$ cat config.mk
export PLATFORM = sky130hd
export DESIGN_NAME = bsps_slave
export DESIGN_NICKNAME = d
export VERILOG_FILES = /design/src/logic/bsps_pkg.sv /design/src/logic/bsps_slave.sv /design/src/logic/bsps_uart_rx.sv /design/src/logic/bsps_uart_tx.sv
export SDC_FILE = /design/constraint.sdc
export NUM_CORES = 1
export LEC_CHECK = 0
export BUFFER_PORTS_ARGS = -buffer_cell sky130_fd_sc_hd__buf_2
export CAP_MARGIN = 10
export CORE_MARGIN = 2
export CORE_UTILIZATION = 60
export CTS_CLUSTER_DIAMETER = 120
export DETAILED_ROUTE_END_ITERATION = 7
export PLACE_DENSITY = 0.84
export SYNTH_ARGS = -nofsm -noshare
export SYNTH_HDL_FRONTEND = slang
export SYNTH_HIERARCHICAL = 1
export SYNTH_SLANG_ARGS = --single-unit
$ cat constraint.sdc
create_clock -name I_CORE_CLK -period 11.96 [get_ports I_CORE_CLK]
set_clock_uncertainty 0.15 [all_clocks]
set_input_delay 1.196 -clock I_CORE_CLK [delete_from_list [all_inputs] [get_ports I_CORE_CLK]]
set_output_delay 1.196 -clock I_CORE_CLK [all_outputs]
set_load 0.005 [all_outputs]
$ cat src/logic/bsps_pkg.sv
// Purpose: Constants shared by the serial packet slave.
// Assumes: Byte stream delivered by a separate character receiver.
// Notes:   Bit and retry counts are cycles of the 200 MHz core clock.
`default_nettype none
package bsps_pkg;
	localparam logic [7:0]  BSPS_LEAD        = 8'hca;
	localparam logic [7:0]  BSPS_ADDR_HI     = 8'h00;
	localparam logic [7:0]  BSPS_ADDR_LO     = 8'h01;
	localparam logic [7:0]  BSPS_MAX_COUNT   = 8'h03;
	localparam logic [7:0]  BSPS_CMD_ERROR   = 8'h0f;
	localparam logic [7:0]  BSPS_CMD_ACK     = 8'h00;
	localparam logic [7:0]  BSPS_ERR_BADCMD  = 8'h01;
	localparam logic [7:0]  BSPS_ERR_BADSUM  = 8'h03;
	localparam logic [7:0]  BSPS_SET_OFFSET  = 8'h80;
	localparam logic [7:0]  BSPS_RESP_COUNT  = 8'h03;
	localparam logic [7:0]  BSPS_ERR_COUNT   = 8'h02;
	localparam logic [7:0]  BSPS_QUAL_P1     = 8'h10;
	localparam logic [7:0]  BSPS_QUAL_P01    = 8'h20;
	localparam logic [7:0]  BSPS_QUAL_P1_C   = 8'h11;
	localparam int unsigned BSPS_CLK_HZ      = 200000000;
	localparam int unsigned BSPS_BAUD        = 9600;
	localparam int unsigned BSPS_BIT_CYCLES  = BSPS_CLK_HZ / BSPS_BAUD;
	localparam int unsigned BSPS_RETRY_MS    = 1000;
	localparam int unsigned BSPS_RETRY_CYCLES = (BSPS_CLK_HZ / 1000) * BSPS_RETRY_MS;
	localparam int unsigned BSPS_NUM_PARAMS  = 8;
	localparam logic [7:0]  BSPS_RESET_BYTE  = 8'h00;
	localparam logic        BSPS_RESET_BIT   = 1'b0;
endpackage
`default_nettype wire

$ cat src/logic/bsps_slave.sv
// Purpose: Slave packet handler for the binary master-slave serial protocol.
// Assumes: Parameter values live outside; a set is a one-cycle write pulse.
// Notes:   Bytes are raw binary; one response per accepted command packet.
//          Bytes that arrive while a reply is going out are dropped.
`default_nettype none
// Contract
// Packet bytes are raw binary, never text hex digits.
// Master starts each transaction; slave sends exactly one response.
// Link runs 9600 baud, 8 data bits, 1 stop, no parity.
// Slave ignores the link unless serial communication is enabled.
// Master waits for the whole response before the next command.
// Bad command or checksum gets an error packet, else requested data.
// Master resends a command unanswered within one second.
// Every packet starts CA, then address bytes 00 and 01.
// Then command, count 00 to 03, data bytes, checksum.
// A qualifier byte counts as data and comes first.
// Reads carry count zero followed directly by checksum.
// Read reply echoes lead, address and command, then count, data, checksum.
// Reply data is qualifier then signed 16-bit value, high byte first.
// Checksum is inverted low byte of sum from address high to data.
// Set commands carry only two value bytes, no qualifier.
// Error reply uses 0F, two data bytes: code 01/03 and command echo.
// Qualifier 10, 20, 11 mean 0.1, 0.01, 0.1 degrees Celsius.
// Read codes 20,21,70,40,60,71-73; sets add 80; 00 acknowledges. Code has no set for 20 and 21.
// Skip bytes before a lead marker; drop partial packets after timeout.
module bsps_slave
	import bsps_pkg::*;
#(
	parameter int unsigned BIT_CYCLES   = BSPS_BIT_CYCLES,
	parameter int unsigned RETRY_CYCLES = BSPS_RETRY_CYCLES,
	parameter logic [15:0] VERSION      = 16'h0101 // arbitrary version value
) (
	input  wire logic                          I_CORE_CLK,   // 200 MHz core clock
	input  wire logic                          I_RST_B,      // synchronous reset, active low
	input  wire logic                          I_COMM_EN,    // serial communication switched on
	input  wire logic                          I_RXD,        // serial line from master
	output logic                               O_TXD,        // serial line to master
	input  wire logic [BSPS_NUM_PARAMS*16-1:0] I_PARAM_VAL,  // parameter values, index per read code
	input  wire logic [BSPS_NUM_PARAMS*8-1:0]  I_PARAM_QUAL, // qualifier per parameter
	output logic                               O_SET_STB,    // one-cycle set pulse
	output logic [2:0]                         O_SET_IDX,    // parameter index being set
	output logic [15:0]                        O_SET_VAL     // value being set
);
	typedef enum logic [2:0] {
		BSPS_S_LEAD  = 3'b000,
		BSPS_S_AHI   = 3'b001,
		BSPS_S_ALO   = 3'b010,
		BSPS_S_CMD   = 3'b011,
		BSPS_S_CNT   = 3'b100,
		BSPS_S_DATA  = 3'b101,
		BSPS_S_SUM   = 3'b110,
		BSPS_S_REPLY = 3'b111
	} bsps_state_t;

	localparam logic [7:0] CODES [BSPS_NUM_PARAMS] = '{8'h20, 8'h21, 8'h70, 8'h40, 8'h60, 8'h71, 8'h72, 8'h73};

	bsps_state_t state, next_state;
	logic        rx_valid;
	logic [7:0]  rx_data;
	logic        tx_ready;
	logic [7:0]  cmd, next_cmd;
	logic [7:0]  cnt, next_cnt;
	logic [1:0]  dcnt, next_dcnt;
	logic [7:0]  sum, next_sum;
	logic [15:0] val, next_val;
	logic [31:0] tmo, next_tmo;
	logic [7:0]  resp [9];
	logic [7:0]  next_resp [9];
	logic [3:0]  rlen, next_rlen;
	logic [3:0]  ridx, next_ridx;
	logic        next_set_stb;
	logic [2:0]  next_set_idx;
	logic [15:0] next_set_val;
	logic [BSPS_NUM_PARAMS-1:0] hit_rd, hit_set;
	logic [2:0]  hit_idx;
	logic        cmd_rd, cmd_set;
	logic [7:0]  rep_cmd;
	logic [7:0]  rep_cnt;
	logic [7:0]  rep_d [3];
	logic [7:0]  rep_sum;
	logic        rep_set;
	logic        tmo_hit;
	logic        pkt_end;
	logic [7:0]  tx_byte;
	logic        tx_valid;

	bsps_uart_rx #(.BIT_CYCLES(BIT_CYCLES)) u_rx (
		.i_clk   (I_CORE_CLK),
		.i_rst_b (I_RST_B),
		.i_rxd   (I_RXD),
		.o_valid (rx_valid),
		.o_data  (rx_data)
	);

	bsps_uart_tx #(.BIT_CYCLES(BIT_CYCLES)) u_tx (
		.i_clk   (I_CORE_CLK),
		.i_rst_b (I_RST_B),
		.i_valid (tx_valid),
		.i_data  (tx_byte),
		.o_ready (tx_ready),
		.o_txd   (O_TXD)
	);

	// Decode the command against the read and set code tables.
	genvar g;
	generate
		for (g = 0; g < BSPS_NUM_PARAMS; g++) begin : g_dec
			assign hit_rd[g]  = (cmd == CODES[g]);
			assign hit_set[g] = (cmd == (CODES[g] + BSPS_SET_OFFSET)) && (CODES[g] != 8'h21) && (CODES[g] != 8'h20);
		end
	endgenerate

	always_comb begin
		hit_idx = 3'h0;
		for (int i = 0; i < BSPS_NUM_PARAMS; i++) begin
			if (hit_rd[i] || hit_set[i]) begin
				hit_idx = 3'(i);
			end
		end
	end

	// Reads take count zero, sets take two value bytes only.
	assign cmd_rd  = (|hit_rd) && (cnt == 8'h00);
	assign cmd_set = (|hit_set) && (cnt == 8'h02);
	assign tx_valid = (state == BSPS_S_REPLY) && (ridx < rlen);
	// The index runs one past the last byte while the final character is still being sent.
	// That slot is never offered, so a fixed byte keeps the data port defined.
	assign tx_byte  = (ridx < 4'h9) ? resp[ridx] : 8'h00;
	// Retry interval expired while a packet was still open.
	assign tmo_hit  = (state != BSPS_S_LEAD) && (state != BSPS_S_REPLY) && (tmo >= 32'(RETRY_CYCLES));
	// Checksum byte taken: the packet is complete this cycle.
	assign pkt_end  = (state == BSPS_S_SUM) && rx_valid && I_COMM_EN && !tmo_hit;

	// Reply body for the packet that the checksum byte closes.
	// The checksum is judged first, so a bad sum wins over an unknown command.
	// Any command that is neither a read, a set nor the acknowledge falls through to bad command.
	always_comb begin
		rep_cmd  = BSPS_CMD_ERROR;
		rep_cnt  = BSPS_ERR_COUNT;
		rep_d[0] = BSPS_ERR_BADCMD;
		rep_d[1] = cmd;
		rep_d[2] = 8'h00;
		rep_set  = 1'b0;
		if (rx_data != ~sum) begin
			rep_d[0] = BSPS_ERR_BADSUM;
		end else if (cmd == BSPS_CMD_ACK && cnt == 8'h00) begin
			rep_cmd  = BSPS_CMD_ACK;
			rep_d[0] = VERSION[15:8];
			rep_d[1] = VERSION[7:0];
		end else if (cmd_rd || cmd_set) begin
			// Qualifier first, then value high byte first.
			rep_cmd  = cmd;
			rep_cnt  = BSPS_RESP_COUNT;
			rep_d[0] = I_PARAM_QUAL[hit_idx*8 +: 8];
			rep_d[1] = cmd_set ? val[15:8] : I_PARAM_VAL[hit_idx*16+8 +: 8];
			rep_d[2] = cmd_set ? val[7:0] : I_PARAM_VAL[hit_idx*16 +: 8];
			rep_set  = cmd_set;
		end
		// The lead marker stays out of the sum.
		rep_sum = BSPS_ADDR_HI + BSPS_ADDR_LO + rep_cmd + rep_cnt + rep_d[0] + rep_d[1];
		if (rep_cnt == BSPS_RESP_COUNT) begin
			rep_sum = rep_sum + rep_d[2];
		end
	end

	always_comb begin
		next_state   = state;
		next_cmd     = cmd;
		next_cnt     = cnt;
		next_dcnt    = dcnt;
		next_sum     = sum;
		next_val     = val;
		next_tmo     = tmo;
		next_resp    = resp;
		next_rlen    = rlen;
		next_ridx    = ridx;
		// The retry counter runs only while a packet is open; a lead marker clears it.
		if (state != BSPS_S_LEAD && state != BSPS_S_REPLY) begin
			next_tmo = tmo + 32'h1;
		end
		// A stale partial packet is dropped once the retry interval runs out.
		if (tmo_hit) begin
			next_state = BSPS_S_LEAD;
		end else if (state == BSPS_S_REPLY) begin
			// Bytes arriving during the reply are dropped; the link is half duplex.
			// Exactly one response, sent byte by byte as binary.
			if (tx_ready && ridx < rlen) begin
				next_ridx = ridx + 4'h1;
			end else if (tx_ready && ridx == rlen) begin
				next_state = BSPS_S_LEAD;
			end
		end else if (rx_valid && I_COMM_EN) begin
			next_sum = sum + rx_data;
			unique case (state)
				BSPS_S_LEAD: begin
					// Bytes before a lead marker are discarded.
					if (rx_data == BSPS_LEAD) begin
						next_state = BSPS_S_AHI;
						next_sum   = 8'h00;
						next_tmo   = 32'h0;
					end
				end
				BSPS_S_AHI: next_state = (rx_data == BSPS_ADDR_HI) ? BSPS_S_ALO : BSPS_S_LEAD;
				BSPS_S_ALO: next_state = (rx_data == BSPS_ADDR_LO) ? BSPS_S_CMD : BSPS_S_LEAD;
				BSPS_S_CMD: begin
					next_cmd   = rx_data;
					next_state = BSPS_S_CNT;
				end
				BSPS_S_CNT: begin
					// Count limited to 00 through 03.
					next_cnt  = rx_data;
					next_dcnt = 2'h0;
					if (rx_data > BSPS_MAX_COUNT) begin
						next_state = BSPS_S_LEAD;
					end else begin
						next_state = (rx_data == 8'h00) ? BSPS_S_SUM : BSPS_S_DATA;
					end
				end
				BSPS_S_DATA: begin
					next_val  = {val[7:0], rx_data};
					next_dcnt = dcnt + 2'h1;
					if (8'(dcnt) + 8'h01 == cnt) begin
						next_state = BSPS_S_SUM;
					end
				end
				BSPS_S_SUM: begin
					// Echo lead and address, then the prepared reply body.
					next_state   = BSPS_S_REPLY;
					next_ridx    = 4'h0;
					next_resp[0] = BSPS_LEAD;
					next_resp[1] = BSPS_ADDR_HI;
					next_resp[2] = BSPS_ADDR_LO;
					next_resp[3] = rep_cmd;
					next_resp[4] = rep_cnt;
					next_resp[5] = rep_d[0];
					next_resp[6] = rep_d[1];
					if (rep_cnt == BSPS_RESP_COUNT) begin
						next_resp[7] = rep_d[2];
						next_resp[8] = ~rep_sum;
						next_rlen    = 4'h9;
					end else begin
						next_resp[7] = ~rep_sum;
						next_rlen    = 4'h8;
					end
				end
				default: next_state = BSPS_S_LEAD;
			endcase
		end
	end

	always_ff @(posedge I_CORE_CLK) begin
		if (!I_RST_B) begin
			state     <= BSPS_S_LEAD;
			cmd       <= BSPS_RESET_BYTE;
			cnt       <= BSPS_RESET_BYTE;
			dcnt      <= 2'h0;
			sum       <= BSPS_RESET_BYTE;
			val       <= 16'h0000;
			tmo       <= 32'h0;
			resp      <= '{default: 8'h00};
			rlen      <= 4'h0;
			ridx      <= 4'h0;
		end else begin
			state     <= next_state;
			cmd       <= next_cmd;
			cnt       <= next_cnt;
			dcnt      <= next_dcnt;
			sum       <= next_sum;
			val       <= next_val;
			tmo       <= next_tmo;
			resp      <= next_resp;
			rlen      <= next_rlen;
			ridx      <= next_ridx;
		end
	end

	// A valid set pulses once, together with the reply it earns.
	// Index and value hold until the next set so a slow consumer can still read them.
	always_comb begin
		next_set_stb = 1'b0;
		next_set_idx = O_SET_IDX;
		next_set_val = O_SET_VAL;
		if (pkt_end && rep_set) begin
			next_set_stb = 1'b1;
			next_set_idx = hit_idx;
			next_set_val = val;
		end
	end

	always_ff @(posedge I_CORE_CLK) begin
		if (!I_RST_B) begin
			O_SET_STB <= BSPS_RESET_BIT;
			O_SET_IDX <= 3'h0;
			O_SET_VAL <= 16'h0000;
		end else begin
			O_SET_STB <= next_set_stb;
			O_SET_IDX <= next_set_idx;
			O_SET_VAL <= next_set_val;
		end
	end
endmodule
`default_nettype wire

$ cat src/logic/bsps_uart_rx.sv
// Purpose: Receives 8N1 characters from the serial line.
// Assumes: Line input already synchronous to the core clock.
// Notes:   Samples mid-bit; a missing stop bit drops the character.
`default_nettype none
module bsps_uart_rx
	import bsps_pkg::*;
#(
	parameter int unsigned BIT_CYCLES = BSPS_BIT_CYCLES
) (
	input  wire logic       i_clk,   // core clock
	input  wire logic       i_rst_b, // synchronous reset, active low
	input  wire logic       i_rxd,   // serial line, idle high
	output logic            o_valid, // one-cycle pulse per character
	output logic [7:0]      o_data   // received character
);
	logic        busy, next_busy;
	logic [15:0] cnt, next_cnt;
	logic [3:0]  bitn, next_bitn;
	logic [7:0]  shreg, next_shreg;
	logic        next_valid;
	logic [7:0]  next_data;

	// Start, eight data bits LSB first and one stop bit, no parity.
	always_comb begin
		next_busy  = busy;
		next_cnt   = cnt;
		next_bitn  = bitn;
		next_shreg = shreg;
		next_valid = 1'b0;
		next_data  = o_data;
		if (!busy) begin
			if (!i_rxd) begin
				next_busy = 1'b1;
				next_cnt  = 16'(BIT_CYCLES / 2);
				next_bitn = 4'h0;
			end
		end else if (cnt != 16'h0000) begin
			next_cnt = cnt - 16'h0001;
		end else begin
			next_cnt  = 16'(BIT_CYCLES - 1);
			next_bitn = bitn + 4'h1;
			if (bitn == 4'h0) begin
				if (i_rxd) begin
					next_busy = 1'b0;
				end
			end else if (bitn < 4'h9) begin
				next_shreg = {i_rxd, shreg[7:1]};
			end else begin
				next_busy = 1'b0;
				if (i_rxd) begin
					next_valid = 1'b1;
					next_data  = shreg;
				end
			end
		end
	end

	always_ff @(posedge i_clk) begin
		if (!i_rst_b) begin
			busy    <= BSPS_RESET_BIT;
			cnt     <= 16'h0000;
			bitn    <= 4'h0;
			shreg   <= BSPS_RESET_BYTE;
			o_valid <= BSPS_RESET_BIT;
			o_data  <= BSPS_RESET_BYTE;
		end else begin
			busy    <= next_busy;
			cnt     <= next_cnt;
			bitn    <= next_bitn;
			shreg   <= next_shreg;
			o_valid <= next_valid;
			o_data  <= next_data;
		end
	end
endmodule
`default_nettype wire

$ cat src/logic/bsps_uart_tx.sv
// Purpose: Sends 8N1 characters on the serial line.
// Assumes: One character is offered at a time with valid and ready.
// Notes:   Line idles high from reset.
`default_nettype none
module bsps_uart_tx
	import bsps_pkg::*;
#(
	parameter int unsigned BIT_CYCLES = BSPS_BIT_CYCLES
) (
	input  wire logic       i_clk,   // core clock
	input  wire logic       i_rst_b, // synchronous reset, active low
	input  wire logic       i_valid, // character offered
	input  wire logic [7:0] i_data,  // character to send
	output logic            o_ready, // idle, takes character this cycle
	output logic            o_txd    // serial line out
);
	logic        busy, next_busy;
	logic [15:0] cnt, next_cnt;
	logic [3:0]  bitn, next_bitn;
	logic [9:0]  frame, next_frame;
	logic        next_txd;

	assign o_ready = !busy;

	// Frame is start bit, eight data bits, stop bit.
	always_comb begin
		next_busy  = busy;
		next_cnt   = cnt;
		next_bitn  = bitn;
		next_frame = frame;
		next_txd   = o_txd;
		if (!busy) begin
			next_txd = 1'b1;
			if (i_valid) begin
				next_busy  = 1'b1;
				next_frame = {1'b1, i_data, 1'b0};
				next_cnt   = 16'(BIT_CYCLES - 1);
				next_bitn  = 4'h0;
				next_txd   = 1'b0;
			end
		end else if (cnt != 16'h0000) begin
			next_cnt = cnt - 16'h0001;
		end else if (bitn == 4'h9) begin
			next_busy = 1'b0;
			next_txd  = 1'b1;
		end else begin
			next_bitn = bitn + 4'h1;
			next_cnt  = 16'(BIT_CYCLES - 1);
			next_txd  = frame[4'(bitn + 4'h1)];
		end
	end

	always_ff @(posedge i_clk) begin
		if (!i_rst_b) begin
			busy  <= BSPS_RESET_BIT;
			cnt   <= 16'h0000;
			bitn  <= 4'h0;
			frame <= 10'h3ff;
			o_txd <= 1'b1;
		end else begin
			busy  <= next_busy;
			cnt   <= next_cnt;
			bitn  <= next_bitn;
			frame <= next_frame;
			o_txd <= next_txd;
		end
	end
endmodule
`default_nettype wire

Word-level counts from Yosys, hierarchy flattened
Index checks and enable logic that the tools add are counted.

operators by class
  add/subtract/negate cells = 15
  magnitude comparators = 7
  equality and inequality tests = 40
  shift-type cells = 3
  muxes and demuxes = 85
  bitwise operators = 11
  reduce and logical (&&, ||, !) cells = 53

operators with widths
  kind                                                                     count
  32-bit two-way mux                                                       6
  16-bit two-way mux                                                       9
  8-bit two-way mux                                                        16
  128-bit by 8-bit indexed part select with 8-bit output                   1
  128-bit by 9-bit indexed part select with 8-bit output                   1
  64-bit by 7-bit indexed part select with 8-bit output                    1
  8-bit == test, second input constant                                     7
  8-bit by 7-bit == test with 1-bit output, second input constant          6
  4-bit two-way mux                                                        11
  8-bit adder                                                              5
  3-bit two-way mux                                                        11
  32-bit by 1-bit adder with 32-bit output, second input constant          1
  8-bit binary-select mux with 4-bit select                                1
  32-bit by 28-bit >= comparator with 1-bit output, second input constant  1
  16-bit nonzero test                                                      2
  16-bit by 1-bit subtractor with 16-bit output, second input constant     2
  4-bit AND reduction                                                      7
  8-bit logical NOT                                                        3
  24-bit two-way mux                                                       1
  1-bit two-way mux                                                        22
  3-bit case mux with 7 select lines                                       1
  8-bit by 2-bit == test with 1-bit output, second input constant          2
  8-bit by 6-bit == test with 1-bit output, second input constant          2
  8-bit NOT                                                                2
  other kinds (40)                                                         93

storage, ports and cells
  flip-flop bits (word level) = 224
  bits of input ports = 196
  output and inout port bits = 21
  logic and storage cells = 245

Logic depth before layout (Yosys ltp)
  word-level depth = 20
  mapped depth = 26
  gate-level depth less buffers = 23

By module
The synthesis kept the hierarchy.

by module, submodules not included
  module        instances  cells an instance  area an instance (µm²)  sequential area each (µm²)
  bsps_slave    1          1091               9320.2                  2862.7
  bsps_uart_rx  1          222                1945.6                  760.7
  bsps_uart_tx  1          190                1600.3                  620.6

Worst setup path after synthesis
OpenSTA, ideal clock, no wires.

  kind = register to register
  start point = register u_rx.o_data[1]
  end point = register resp[7] (netlist bit)
  arrival time = 5382 ps
  data required time = 11690 ps
  setup slack = 6308 ps
  stages on the path, launching flop included = 21
  buffers on the path = 1
  period minus slack after synthesis = 5652 ps
  cell sequence = dfxtp_1 > ha_1 > nand4_1 > nor4b_1 > a21boi_2 > inv_1 > buf_1 > a21oi_1 > fa_1 > ha_1 > fa_1 > a21o_1 > a21oi_1 > xnor2_1 > ha_1 > or3_1 > o21ai_0 > a21oi_1 > xnor2_1 > a31oi_1 > o31a_1

RTL lines
  element                 line                source
  start, declared         bsps_uart_rx.sv:14  output logic [7:0] o_data
  start signal, assigned  bsps_uart_rx.sv:72  o_data <= next_data;
  end signal, assigned    bsps_slave.sv:271   resp <= next_resp;
  end, declared           bsps_slave.sv:67    logic [7:0] resp [9];

Worst setup path in the final report
  start point = register cmd[6]
  end point = register resp[7] (netlist bit)

on the way
  word-level cells in the longest chain between the ends = 18
  elaborated cells between the ends (all ways) = 60
  those cells by class = add/sub: 6; eq/ne: 15; shift: 3; mux: 21; bitwise: 1; reduce/logical: 14

ends and longest elaborated chain
  element                                                           line               source
  start, declared                                                   bsps_slave.sv:61   logic [7:0] cmd, next_cmd;
  start signal, assigned                                            bsps_slave.sv:265  cmd <= next_cmd;
  8-bit by 6-bit == test with 1-bit output (tied with other cells)  bsps_slave.sv:108  assign hit_rd[g] = (cmd == CODES[g]);
  1-bit two-way mux or 1-bit logical OR (tied branches)             bsps_slave.sv:116  if (hit_rd[i] || hit_set[i]) begin
  2-bit two-way mux (2 in a row)                                    bsps_slave.sv:116
  3-bit two-way mux (4 in a row)                                    bsps_slave.sv:116
  7-bit by 4-bit adder with 8-bit output                            bsps_slave.sv:155  rep_d[1] = cmd_set ? val[15:8] : I_PARAM_VAL[hit_idx*16+8 +: 8];
  128-bit by 9-bit indexed part select with 8-bit output            bsps_slave.sv:155
  8-bit two-way mux                                                 bsps_slave.sv:155
  24-bit two-way mux                                                bsps_slave.sv:150  end else if (cmd_rd || cmd_set) begin
  16-bit two-way mux                                                bsps_slave.sv:146  end else if (cmd == BSPS_CMD_ACK && cnt == 8'h00) begin
  16-bit two-way mux                                                bsps_slave.sv:144  if (rx_data != ~sum) begin
  8-bit adder                                                       bsps_slave.sv:160  rep_sum = BSPS_ADDR_HI + BSPS_ADDR_LO + rep_cmd + rep_cnt + rep_d[0] + rep_d[1];
  8-bit adder                                                       bsps_slave.sv:162  rep_sum = rep_sum + rep_d[2];
  8-bit two-way mux                                                 bsps_slave.sv:161  if (rep_cnt == BSPS_RESP_COUNT) begin
  8-bit NOT                                                         bsps_slave.sv:239  next_resp[8] = ~rep_sum;

Parallel ways exist; a longest one is shown, timed or not.
A chain may end at the register's enable or synchronous reset.

==> impl_metrics.json <==
{
  "via_count": 12300,
  "reg2reg_to": "resp[7]",
  "path_clk_slew_ns": 0.06,
  "grt_pass1_wl_um": 59190,
  "dpl_worst_slack_ns": 5.199,
  "cts-buffers-inserted": 23,
  "drive_gt1_share_pct": 21.03,
  "ant_nets": 0,
  "coreArea_um2": 21020,
  "synth_fp_nets": 1751,
  "synth_common_cells": "nand2_1 (244), dfxtp_1 (212), nor2_1 (146), a21oi_1 (114), mux2i_1 (73)",
  "dp_hpwl_um": 27520,
  "die_height_um": 150.4,
  "postCtsHoldBufs": 0,
  "hold_class": "flip-flop to flip-flop",
  "slowest_stage": "a21boi_2",
  "ys.warnings.count": 6,
  "cts_resized": 0,
  "crit_path_start_kind": "flip-flop",
  "syn_inst": 1503,
  "fin_crit_ns": 6.898,
  "reg2reg_depth": 21,
  "worst_setup_path_end_kind": "flip-flop",
  "place_congestion": 1.047,
  "cp_common_cell": "ha_1",
  "antenna_found_initial": 3,
  "rsz0062_at_grt": "false",
  "slew_violations": 0,
  "slew_headroom_pct": 22.25,
  "async_reset_ff_share_pct": 0,
  "finalCritPeriodShare_pct": 57.68,
  "powerDensity_nw_per_um2": 105.4,
  "synthTopCellsByArea": "dfxtp_1 (33%), mux4_2 (7.9%), nand2_1 (7.1%)",
  "cts_setup_buffers": 0,
  "p_leak_nw": 5.744,
  "wl_um": 36820,
  "grt_pass1_vias": 11469,
  "cts_tree": "built",
  "first_pass_iters": 6,
  "path_cells": "or3b_2 -> nor4_2 -> nand3_1 -> a21boi_2 -> inv_1 -> o21ai_0 -> ha_1 -> inv_1 -> fa_1 -> ha_1 -> fa_1 -> a21o_1 -> a21oi_1 -> xnor2_1 -> ha_1 -> or3_1 -> o21ai_0 -> a21oi_1 -> xnor2_1 -> a31oi_1 -> o31a_1",
  "grt_use_total_pct": 32.57,
  "ctsRootBufferMaster": "clkbuf_16",
  "hold_start": "O_SET_VAL[15]",
  "crit_arrival_ns": 7.14,
  "path_delay_family": "compound AO/OA/AOI/OAI gates",
  "detail_route.wl_per_cell_um": 18.80,
  "clk-insertion-delay-late_ns": 0.52,
  "yosys.cell_count.top_type": "nand2_1",
  "cp.required_ns": 12.21,
  "yosysSeqAreaShare_pct": 32.99,
  "timing.fmax_ghz": 0.1450,
  "setup_slack_ns": 5.062,
  "grt_max_degree": 73,
  "cap_violations": 0,
  "critPathMaxFanout": 20,
  "io_pins": 217,
  "synth_edf_count": 0,
  "yosysTopAreaCellShare_pct": 32.99,
  "ys_ff_latch": 212,
  "yosys.area.top_type": "dfxtp_1",
  "gr-total-overflow": 0,
  "fp.dieArea_um2": 22630,
  "nets": 1917,
  "hold_violations": 0,
  "crit_type": "flip-flop to flip-flop",
  "chipWidth_um": 150.4,
  "netlist_area_um2": 12870,
  "avgSynthCellArea_um2": 8.560,
  "rows": 53,
  "hold_path_depth": 2,
  "initial_core_util_pct": 61.20,
  "viasPerCell": 6.279,
  "clock-sinks": 212,
  "clockBufferDepth": 3,
  "fin_tns_setup_ns": 0,
  "whs_endpoint": "O_SET_VAL[15]",
  "io_buffers": 216,
  "vdd_drop_max_mv": 0.09808,
  "remaining_drc_errors": 0,
  "path_buf_inv": 2,
  "rrSetupSlack_ns": 5.06,
  "slowest_delay_ns": 0.70,
  "tightest_slew_ns": 1.166,
  "syn2layout_area_growth_pct": 13.86,
  "ys_types": 92,
  "drt-initial-drc-count": 1194,
  "setup_viol": 0,
  "htreeDepth": 1,
  "reg2reg_from": "cmd[6]",
  "status": "finished, final reports clean",
  "yosys_most_used_dff": "dfxtp_1"
}
per-stage QoR:
| step | hold slack [ns] | power, mW | area, um2 | utilization (%) | cells |
|---|---|---|---|---|---|
| floorplan | 0.2687 | 0.8369 | 12870 | - | 1503 |
| global placement | 0.2804 | 0.8862 | 13950 | 66.37 | 1919 |
| detailed placement | 0.2939 | 0.8899 | 13950 | 66.37 | 1919 |
| CTS | 0.3014 | 1.546 | 14650 | 69.67 | 1958 |
| global route | 0.3153 | 1.595 | 14650 | 69.67 | 1958 |
| finish | 0.3013 | 1.544 | 14650 | 69.69 | 1959 |
cell usage in the layout, fill, tap and decap left out, types with 32 or more instances in the layout:
| cell | synthesis | routed |
|---|---|---|
| nand2_1 | 244 | 244 |
| xor2_1 | 32 | 32 |
| mux2i_1 | 73 | 73 |
| nand3_1 | 63 | 63 |
| mux4_2 | 45 | 45 |
| dfxtp_1 | 212 | 212 |
| nor2_1 | 146 | 146 |
| buf_2 | 18 | 216 |
| ha_1 | 42 | 42 |
| a21oi_1 | 114 | 114 |
| inv_1 | 37 | 37 |
| o21ai_0 | 64 | 63 |
kinds of logic after synthesis:
family | share of synthesized area, %
AND/OR/NAND/NOR | 23.14
AO/OA/AOI/OAI | 15.24
flip-flops | 32.99
multiplexers | 14.34
buffers and inverters | 4.503
XOR/XNOR | 4.152
adder cells (fa/ha/maj) | 5.640
how the worst max path moves through the flow:
stage	slack [ns]	startpoint	depth (start not counted)	end
after CTS	5.17	cmd[6]	21	resp[7]
after global placement	5.38	cmd[6]	21	resp[7]
after global routing	4.55	cmd[6]	21	resp[7]
after floorplan	6.31	u_rx/o_data[1]	20	resp[7]
final	5.06	cmd[6]	21	resp[7]
after detailed placement	5.20	cmd[6]	21	resp[7]
final cells by class:
| cell class | instances | area (um2) |
|---|---|---|
| timing repair buffer | 226 | 1156 |
| fill | 1686 | 6372 |
| clock buffer | 34 | 666.9 |
| antenna | 1 | 2.502 |
| multi-input combinational | 1165 | 8053 |
| clock inverter | 5 | 28.78 |
| inverter | 41 | 153.9 |
| sequential | 212 | 4244 |
| tap | 275 | 344.1 |
layer usage:
metal | routed length, um | track usage, % | up-vias | part of all wire [%]
met4 | 778 | 7.972 | 4 | 2.1
li1 | - | - | 5732 | -
met3 | 3829 | 9.909 | 104 | 10
met1 | 15580 | 44.92 | 5882 | 42
met5 | 26 | 0 | - | 0.071
met2 | 16610 | 50.11 | 578 | 45
state kept, by name, indices dropped and copies added (netlist names), 8 cells and up:
| signal | flops |
|---|---|
| u_rx/shreg | 8 |
| u_rx/o_data | 8 |
| u_tx/frame | 9 |
| O_SET_VAL | 16 |
| u_tx/cnt | 16 |
| val | 16 |
| tmo | 32 |
| cmd | 8 |
| sum | 8 |
| resp | 42 |
| u_rx/cnt | 16 |
| cnt | 8 |
where the power goes:
part	internal [mW]	total [mW]	switching (mW)
clock network	0.384	0.663	0.280
registers	0.714	0.727	0.0128
logic	0.0644	0.153	0.0890
worst reg2reg max path: cells and delay by family, from the launching register on:
family / cells / cell delay, ns
adder cells (fa/ha/maj): 5 / 1.66
AND/OR/NAND/NOR: 4 / 1.68
buffers and inverters: 2 / 0.48
XOR/XNOR: 2 / 0.39
flip-flops: 1 / 0.55
AO/OA/AOI/OAI: 8 / 1.87
(Power assumes the default switching activity.)
